## config.mk

```make
export PLATFORM = sky130hd
export DESIGN_NAME = pulse_train_generator
export DESIGN_NICKNAME = d
export VERILOG_FILES = /design/src/core/pulse_gen_pkg.sv /design/src/core/pulse_gen_tick.sv /design/src/core/pulse_train_generator.sv
export SDC_FILE = /design/constraint.sdc
export NUM_CORES = 1
export LEC_CHECK = 0
export ABC_AREA = 1
export BUFFER_PORTS_ARGS = -buffer_cell sky130_fd_sc_hd__clkbuf_2
export CAP_MARGIN = 0
export CORE_ASPECT_RATIO = 0.9
export CORE_MARGIN = 2
export CORE_UTILIZATION = 66
export DETAILED_ROUTE_END_ITERATION = 16
export GPL_TIMING_DRIVEN = 0
export PLACE_DENSITY = 0.85
export SYNTH_ARGS = -nofsm -noshare
export SYNTH_HDL_FRONTEND = slang
export SYNTH_SLANG_ARGS = --single-unit
```

## constraint.sdc

```tcl
create_clock -name sys_clk_i -period 6.42 [get_ports sys_clk_i]
set_input_delay 0.642 -clock sys_clk_i [delete_from_list [all_inputs] [get_ports sys_clk_i]]
set_output_delay 0.642 -clock sys_clk_i [all_outputs]
set_load 0.005 [all_outputs]
```

## src/core/pulse_gen_pkg.sv

```systemverilog
// constants and register map of the pulse train generator
// Operation
// - single-shot: enable emits one pulse, self-clears
// - sync mode: one pulse per sync event
// - direct reload copies reload value while idle
// - gradual reload steps toward reload value in sync mode
// - output mode selects single-shot or synchronous
// - prescaler divides system clock by two or four
// - sync event counter counts only when enabled
// - counter clear bit zeroes counter, self-clears
// - trigger edge bit selects falling or rising
// - approach step every 512..4096 generator periods
// - decrement mode: stop, constant or variable step
// - constant step reduces width by n plus one
// - variable step uses stop period over divisor
// - reload is nine bits, bit eight in control
package pulse_gen_pkg;
  localparam logic [7:0] ADDR_CONTROL_MAIN = 8'hb1;
  localparam logic [7:0] ADDR_CONTROL_SYNC = 8'hb2;
  localparam logic [7:0] ADDR_RELOAD_LOW = 8'hb3;
  localparam logic [7:0] ADDR_TIMER_LOW = 8'hb6;
  localparam logic [7:0] ADDR_TIMER_HIGH = 8'hb7;
  localparam logic [7:0] ADDR_SYNC_COUNT = 8'hb8;
  // main control fields
  localparam int BIT_OUTPUT_ENABLE = 7;
  localparam int BIT_RELOAD_MODE = 6;
  localparam int BIT_OUTPUT_MODE = 4;
  localparam int BIT_PRESCALE = 3;
  localparam int BIT_COUNT_ENABLE = 2;
  localparam int BIT_COUNT_CLEAR = 1;
  localparam int BIT_TRIGGER_EDGE = 0;
  // sync control fields
  localparam int POS_APPROACH_RATE = 6;
  localparam int POS_DECREMENT_MODE = 4;
  localparam int POS_DECREMENT_STEP = 1;
  localparam int BIT_RELOAD_BIT8 = 0;
  localparam logic [7:0] RESET_CONTROL = 8'h00;
  localparam logic [7:0] RESET_RELOAD = 8'h00;
  localparam int WIDTH_BITS = 9;
  localparam int APPROACH_BASE_LOG2 = 9;
  localparam int STOP_PERIOD_BITS = 16;
  localparam int DIVIDE_BY_TWO = 2;
  localparam int DIVIDE_BY_FOUR = 4;
  localparam logic [1:0] DEC_CONSTANT = 2'h2;
  localparam logic [1:0] DEC_VARIABLE = 2'h3;
endpackage

```

## src/core/pulse_gen_tick.sv

```systemverilog
// generator clock tick from the system clock
`timescale 1ns/1ps
module pulse_gen_tick (
  // clock and reset
  input wire logic sys_clk_i,
  input wire logic rst_i,
  // control
  input wire logic prescale_four_i,
  // tick out
  output logic tick_o
);
  logic [1:0] div_r;
  logic [1:0] div_nxt;
  wire logic [1:0] div_last = prescale_four_i ?
      2'(pulse_gen_pkg::DIVIDE_BY_FOUR - 1) : 2'(pulse_gen_pkg::DIVIDE_BY_TWO - 1);
  assign div_nxt = (div_r >= div_last) ? 2'h0 : div_r + 2'h1;
  assign tick_o = (div_r == div_last);
  always_ff @(posedge sys_clk_i) begin
    if (rst_i) div_r <= 2'h0;
    else div_r <= div_nxt;
  end
endmodule

```

## src/core/pulse_train_generator.sv

```systemverilog
// pulse train generator core with register port
`timescale 1ns/1ps
module pulse_train_generator #(
  parameter int WIDTH_BITS = pulse_gen_pkg::WIDTH_BITS,
  parameter int STOP_PERIOD_BITS = pulse_gen_pkg::STOP_PERIOD_BITS
) (
  // clock and reset
  input wire logic sys_clk_i,
  input wire logic rst_i,
  // register port
  input wire logic [7:0] reg_addr_i,
  input wire logic [7:0] reg_wdata_i,
  input wire logic reg_wr_i,
  input wire logic reg_rd_i,
  output logic [7:0] reg_rdata_o,
  // comparator events, asynchronous
  input wire logic sync_comparator_event_i,
  input wire logic stop_comparator_event_i,
  // pulse output
  output logic pulse_o
);
  typedef enum logic [0:0] {ST_IDLE = 1'b0, ST_PULSE = 1'b1} state_e;
  state_e state_r;
  state_e state_nxt;

  logic [7:0] main_r;
  logic [7:0] sync_r;
  logic [7:0] reload_low_r;
  logic [WIDTH_BITS-1:0] work_r;
  logic [WIDTH_BITS-1:0] work_nxt;
  logic [WIDTH_BITS-1:0] timer_r;
  logic [WIDTH_BITS-1:0] timer_nxt;
  logic [7:0] count_r;
  logic [11:0] approach_r;
  logic [STOP_PERIOD_BITS-1:0] stop_period_r;
  logic [STOP_PERIOD_BITS-1:0] stop_capture_r;
  logic [2:0] sync_sh_r;
  logic [2:0] stop_sh_r;
  logic pulse_r;
  logic [7:0] rdata_r;
  logic [7:0] main_nxt;

  wire logic tick;
  pulse_gen_tick u_tick (
    .sys_clk_i(sys_clk_i),
    .rst_i(rst_i),
    .prescale_four_i(main_r[pulse_gen_pkg::BIT_PRESCALE]),
    .tick_o(tick)
  );

  // control fields
  wire logic out_en = main_r[pulse_gen_pkg::BIT_OUTPUT_ENABLE];
  wire logic reload_gradual = main_r[pulse_gen_pkg::BIT_RELOAD_MODE];
  wire logic sync_mode = main_r[pulse_gen_pkg::BIT_OUTPUT_MODE];
  wire logic count_en = main_r[pulse_gen_pkg::BIT_COUNT_ENABLE];
  wire logic edge_rise = main_r[pulse_gen_pkg::BIT_TRIGGER_EDGE];
  wire logic [1:0] rate = sync_r[pulse_gen_pkg::POS_APPROACH_RATE +: 2];
  wire logic [1:0] dec_mode = sync_r[pulse_gen_pkg::POS_DECREMENT_MODE +: 2];
  wire logic [2:0] dec_step = sync_r[pulse_gen_pkg::POS_DECREMENT_STEP +: 3];
  wire logic [WIDTH_BITS-1:0] reload_val =
      {sync_r[pulse_gen_pkg::BIT_RELOAD_BIT8], reload_low_r};

  // register decode
  wire logic wr_main = reg_wr_i && reg_addr_i == pulse_gen_pkg::ADDR_CONTROL_MAIN;
  wire logic wr_sync = reg_wr_i && reg_addr_i == pulse_gen_pkg::ADDR_CONTROL_SYNC;
  wire logic wr_reload = reg_wr_i && reg_addr_i == pulse_gen_pkg::ADDR_RELOAD_LOW;

  // synchronised comparator inputs; stage 0 is read only by stage 1
  wire logic sync_rise = sync_sh_r[1] && !sync_sh_r[2];
  wire logic sync_fall = !sync_sh_r[1] && sync_sh_r[2];
  wire logic sync_evt = edge_rise ? sync_rise : sync_fall;
  wire logic stop_evt = stop_sh_r[1] && !stop_sh_r[2];

  // pulse launch and end
  wire logic start_single = wr_main && reg_wdata_i[pulse_gen_pkg::BIT_OUTPUT_ENABLE]
      && !reg_wdata_i[pulse_gen_pkg::BIT_OUTPUT_MODE] && state_r == ST_IDLE;
  wire logic start_sync = sync_mode && out_en && sync_evt;
  wire logic pulse_done = state_r == ST_PULSE && tick && timer_r <= 9'(1);
  wire logic stop_halt = sync_mode && stop_evt && !dec_mode[1];

  // approach timer: 512 << rate generator periods
  wire logic [11:0] approach_last =
      12'((1 << (pulse_gen_pkg::APPROACH_BASE_LOG2 + 32'(rate))) - 1);
  wire logic approach_hit = tick && approach_r >= approach_last;

  // variable step: 1 + stop period / (generator period * divisor)
  wire logic [2:0] div_log2 = dec_step[2] ? 3'h3 : 3'(3'h6 - {1'b0, dec_step[1:0]});
  wire logic [STOP_PERIOD_BITS-1:0] var_quot = stop_capture_r >> div_log2;
  wire logic [WIDTH_BITS:0] var_step =
      (var_quot > STOP_PERIOD_BITS'(WIDTH_BITS'('1)))
      ? (WIDTH_BITS+1)'(1) + (WIDTH_BITS+1)'(WIDTH_BITS'('1))
      : (WIDTH_BITS+1)'(1) + (WIDTH_BITS+1)'(var_quot);
  wire logic [WIDTH_BITS:0] const_step = (WIDTH_BITS+1)'(dec_step) + (WIDTH_BITS+1)'(1);
  wire logic [WIDTH_BITS:0] dec_amount = dec_mode[0] ? var_step : const_step;
  wire logic dec_apply = sync_mode && stop_evt && dec_mode[1];
  wire logic [WIDTH_BITS:0] work_ext = {1'b0, work_r};
  wire logic [WIDTH_BITS-1:0] work_dec =
      (work_ext > dec_amount) ? WIDTH_BITS'(work_ext - dec_amount) : WIDTH_BITS'(1);

  // working width update
  always_comb begin
    work_nxt = work_r;
    if (dec_apply) begin
      work_nxt = work_dec;
    end else if (!reload_gradual || !sync_mode) begin
      if (state_r == ST_IDLE) work_nxt = reload_val;
    end else if (approach_hit && work_r != reload_val) begin
      work_nxt = (work_r < reload_val) ? work_r + 9'(1) : work_r - 9'(1);
    end
  end

  // pulse sequencing
  always_comb begin
    state_nxt = state_r;
    timer_nxt = timer_r;
    unique case (state_r)
      ST_IDLE: begin
        if ((start_single || start_sync) && !stop_halt) begin
          state_nxt = ST_PULSE;
          timer_nxt = work_r;
        end
      end
      ST_PULSE: begin
        if (stop_halt) begin
          state_nxt = ST_IDLE;
          timer_nxt = '0;
        end else if (tick) begin
          timer_nxt = timer_r - 9'(1);
          if (timer_r <= 9'(1)) begin
            state_nxt = ST_IDLE;
            timer_nxt = '0;
          end
        end
      end
    endcase
  end

  // main control write with hardware clears
  always_comb begin
    main_nxt = main_r;
    main_nxt[pulse_gen_pkg::BIT_COUNT_CLEAR] = 1'b0;
    if (wr_main) main_nxt = reg_wdata_i;
    if (pulse_done && !sync_mode) main_nxt[pulse_gen_pkg::BIT_OUTPUT_ENABLE] = 1'b0;
    if (stop_halt) main_nxt[pulse_gen_pkg::BIT_OUTPUT_ENABLE] = 1'b0;
  end

  // read mux, timer bytes are read only
  wire logic [7:0] rd_mux =
      (reg_addr_i == pulse_gen_pkg::ADDR_CONTROL_MAIN) ? main_r :
      (reg_addr_i == pulse_gen_pkg::ADDR_CONTROL_SYNC) ? sync_r :
      (reg_addr_i == pulse_gen_pkg::ADDR_RELOAD_LOW) ? reload_low_r :
      (reg_addr_i == pulse_gen_pkg::ADDR_TIMER_LOW) ? timer_r[7:0] :
      (reg_addr_i == pulse_gen_pkg::ADDR_TIMER_HIGH) ? {7'h00, timer_r[8]} :
      (reg_addr_i == pulse_gen_pkg::ADDR_SYNC_COUNT) ? count_r : 8'h00;

  always_ff @(posedge sys_clk_i) begin
    if (rst_i) begin
      main_r <= pulse_gen_pkg::RESET_CONTROL;
      sync_r <= pulse_gen_pkg::RESET_CONTROL;
      reload_low_r <= pulse_gen_pkg::RESET_RELOAD;
      rdata_r <= 8'h00;
    end else begin
      main_r <= main_nxt;
      if (wr_sync) sync_r <= reg_wdata_i;
      if (wr_reload) reload_low_r <= reg_wdata_i;
      rdata_r <= reg_rd_i ? rd_mux : 8'h00;
    end
  end

  always_ff @(posedge sys_clk_i) begin
    if (rst_i) begin
      sync_sh_r <= 3'h0;
      stop_sh_r <= 3'h0;
    end else begin
      sync_sh_r <= {sync_sh_r[1:0], sync_comparator_event_i};
      stop_sh_r <= {stop_sh_r[1:0], stop_comparator_event_i};
    end
  end

  // event counter; clear wins over a coincident count
  always_ff @(posedge sys_clk_i) begin
    if (rst_i) count_r <= 8'h00;
    else if (main_r[pulse_gen_pkg::BIT_COUNT_CLEAR]) count_r <= 8'h00;
    else if (count_en && sync_evt) count_r <= count_r + 8'h01;
  end

  // stop event period measured in generator ticks, saturating
  always_ff @(posedge sys_clk_i) begin
    if (rst_i) begin
      stop_period_r <= '0;
      stop_capture_r <= '0;
    end else if (stop_evt) begin
      stop_capture_r <= stop_period_r;
      stop_period_r <= '0;
    end else if (tick && stop_period_r != '1) begin
      stop_period_r <= stop_period_r + STOP_PERIOD_BITS'(1);
    end
  end

  always_ff @(posedge sys_clk_i) begin
    if (rst_i) approach_r <= 12'h000;
    else if (!(sync_mode && reload_gradual) || approach_hit) approach_r <= 12'h000;
    else if (tick) approach_r <= approach_r + 12'h001;
  end

  always_ff @(posedge sys_clk_i) begin
    if (rst_i) begin
      state_r <= ST_IDLE;
      timer_r <= '0;
      work_r <= '0;
      pulse_r <= 1'b0;
    end else begin
      state_r <= state_nxt;
      timer_r <= timer_nxt;
      work_r <= work_nxt;
      pulse_r <= (state_nxt == ST_PULSE);
    end
  end

  assign pulse_o = pulse_r;
  assign reg_rdata_o = rdata_r;
endmodule

```

==> impl_metrics.yaml <==
outcome:
  status: "finished clean"
timing:
  rsz0062_at_grt: "false"
  post-route-period-util_pct: 62.3
  relSlewSlack_pct: 60.1
  hold_viol_final: 0
  setup_violations: 0
  fin_tns_setup_ps: 0
  min_period_ps: 4000
  fmax_ghz: 0.250
  fin_hold_ws_ps: 406
  worst_slew_pin_slew_ps: 596
  finalWorstSetupSlack_ps: 2420
  slew_violations: 0
  finClkSkew_ps: 8.90
synth:
  synth_most_common_cell: "nand2_1"
  synth.largest_area_cell: "dfxtp_1"
  synth_edf_count: 0
  netlist_area_um2: 6760
  synth_area_per_cell_um2: 7.02
  synth_ff_type: "dfxtp_1"
  synth_cell_type_count: 54
  synth_nets: 1025
  yosys_warnings: 0
  ys_ff_latch: 111
  yosysSeqAreaShare_pct: 32.9
  synthArstFlopShare_pct: 0
  synth_top_area_share_pct: 32.9
  synthCells: 963
  synth.area.top_cells: "dfxtp_1 33%, nand2_1 8.7%, a21oi_1 7.8%"
  yosys-top-cells-count: "156 x nand2_1, 111 x dfxtp_1, 107 x inv_1"
cells_and_area:
  n_antenna_cell: 0
  fin_area_um2: 7360
  fin_util_pct: 72.8
  nNetsFinal: 1065
  syn2layout_area_growth_pct: 8.90
  layout-drive-gt1-share_pct: 10.1
  stdcell_count: 1137
place:
  place_hpwl_um: 12600
  routabilityCongestion: 0.959
  place_area_um2: 7070
  dp_slack_ps: 2490
  numPortBuffers: 29
  dpl.cell_count: 1121
floorplanning:
  die_h_um: 100
  dieArea_um2: 11100
  die_x_um: 111
  fp.coreArea_um2: 10100
  rows: 35
  ios: 31
  start_util_pct: 66.8
worst_setup_path:
  criticalPathCategory: "reg2reg"
  rrSetupSlack_ps: 2420
  end_kind: "flop"
  arrival_ps: 4290
  critPathRequiredTime_ps: 6710
  worstPathMaxFanout: 10
  start_kind: "flop"
clock_tree:
  cts_hold_buf: 0
  cts_buffer_depth: 2
  h-tree-depth: 3
  cts_resized: 0
  tritoncts: "yes"
  clock-root-buffer: "clkbuf_16"
  clk_latency_ps: 360
  postCtsSetupBuffers: 0
  cts.sinks: 111
  cts_buffers: 9
  clk_pin_slew_ps: 80
global_routing:
  grt_max_degree: 20
  grt.overflow.total: 0
  grt_pass1_vias: 5986
  antenna_found_initial: 0
  grt_usage_pct: 30.1
  grt_first_pass_wirelength_um: 27600
drt:
  drtIter0Drc: 589
  routed_wirelength_um: 16600
  num_vias: 6630
  routed_via_density: 5.83
  drc: 0
  ant_nets: 0
  routedWlPerCell_um: 14.6
  firstDrtPassIters: 5
power_and_ir_drop:
  p_seq_share_pct: 52.0
  pwr-share-clk_pct: 40.7
  irDropWorstVdd_v: 0.000168
  power_frac_comb_pct: 7.2
  p_int_mw: 1.01
  swShare_pct: 25.4
  p_switching_uw: 345
  p_leak_nw: 2.93
  power_mw: 1.36
  powerDensity_nw_per_um2: 185
job:
  cap_violations: 0
worst_hold_path:
  worstHoldPathType: "reg2reg"
[critical path, cell delays in order, from the launching register on]
cell and delay [ps]:
dfxtp_1 370, ha_1 210, inv_1 50, ha_1 130, buf_2 210, clkinv_1 300
nand3_1 210, nand2_2 90, ha_1 210, nand2_1 110, nor2_1 80, nor2_1 90
o21ai_0 110, ha_1 350, inv_1 90, nor3_1 310, nand2_1 90, nand3_1 110
a21oi_1 90, a21oi_2 390, nand4_1 170, a21oi_1 150
[logic make-up (layout without fill, tap and decap cells)]
kind of cell / Yosys count / count (layout) / synth area share, %
AO/OA/AOI/OAI: 249 / 249 / 20.1
XOR/XNOR: 28 / 28 / 3.63
adder cells (fa/ha/maj): 40 / 40 / 7.62
buffers and inverters: 145 / 190 / 8.66
flip-flops: 111 / 111 / 32.9
other: 1 / 1 / 0.0555
AND/OR/NAND/NOR: 389 / 389 / 27.1
[placed cells by master (no fill, tap or decap), types with 3 or more instances in the layout]
master	count
nand4_1	19
o21ai_0	94
buf_4	4
or2_2	6
nor3b_1	3
xnor2_1	11
o21a_1	3
nor3_1	21
a31oi_1	10
inv_1	107
o21ai_1	4
nor2_1	79
o22ai_1	6
nor3_2	3
nand3_2	6
nand2_4	3
xor2_1	17
clkbuf_2	29
clkinv_1	3
nand2_1	156
ha_1	38
a21oi_2	3
a21oi_1	105
nor4_1	5
a221oi_1	4
nand2_2	10
o211ai_1	6
inv_2	7
a22oi_1	4
nor2_2	3
buf_2	4
clkbuf_16	9
nand3_1	67
clkbuf_1	17
dfxtp_1	111
[cell type report]
type / instances / area, um^2
fill: 848 / 2750
inverter: 118 / 445
tap: 129 / 161
multi-input combinational: 707 / 3950
buffer: 27 / 140
timing repair buffer: 29 / 145
sequential: 111 / 2220
clock buffer: 11 / 243
clock inverter: 5 / 52.6
[per-layer routing]
layer / wire length (um) / part of all wire, % / track usage, %
met1: 7380 / 44 / 40.0
met2: 7710 / 46 / 49.5
met3: 1150 / 6.9 / 5.80
met4: 365 / 2.2 / 11.1
met5: 0 / 0 / 0
[power groups by stage]
stage / registers, mW / logic (mW) / clock network (mW)
finish: 0.708 / 0.0985 / 0.554
global placement: 0.723 / 0.0935 / 0
detailed placement: 0.723 / 0.0956 / 0
global route: 0.709 / 0.111 / 0.586
CTS: 0.707 / 0.0972 / 0.559
floorplan: 0.721 / 0.0686 / 0
[path summary, 6_finish.rpt]
kind / startpoint / endpoint / cells past startpoint
worst min-delay path: stop_sh_r[0] / stop_sh_r[1] / 2
worst max-delay path: sync_r[1] / work_r[5] / 21
worst min register to register: stop_sh_r[0] / stop_sh_r[1] / 2
worst max register to register: sync_r[1] / work_r[5] / 21
[flip-flops by register name, summed over array words and instances, names as in the netlist]
register,cells
sync_r,8
reload_low_r,8
pulse_o,1
approach_r,12
work_r,9
sync_sh_r,3
stop_period_r,16
stop_sh_r,3
stop_capture_r,16
count_r,8
timer_r,9
reg_rdata_o,8
u_tick.div_r,2
main_r,8
Power figures use the tool's default switching activity.
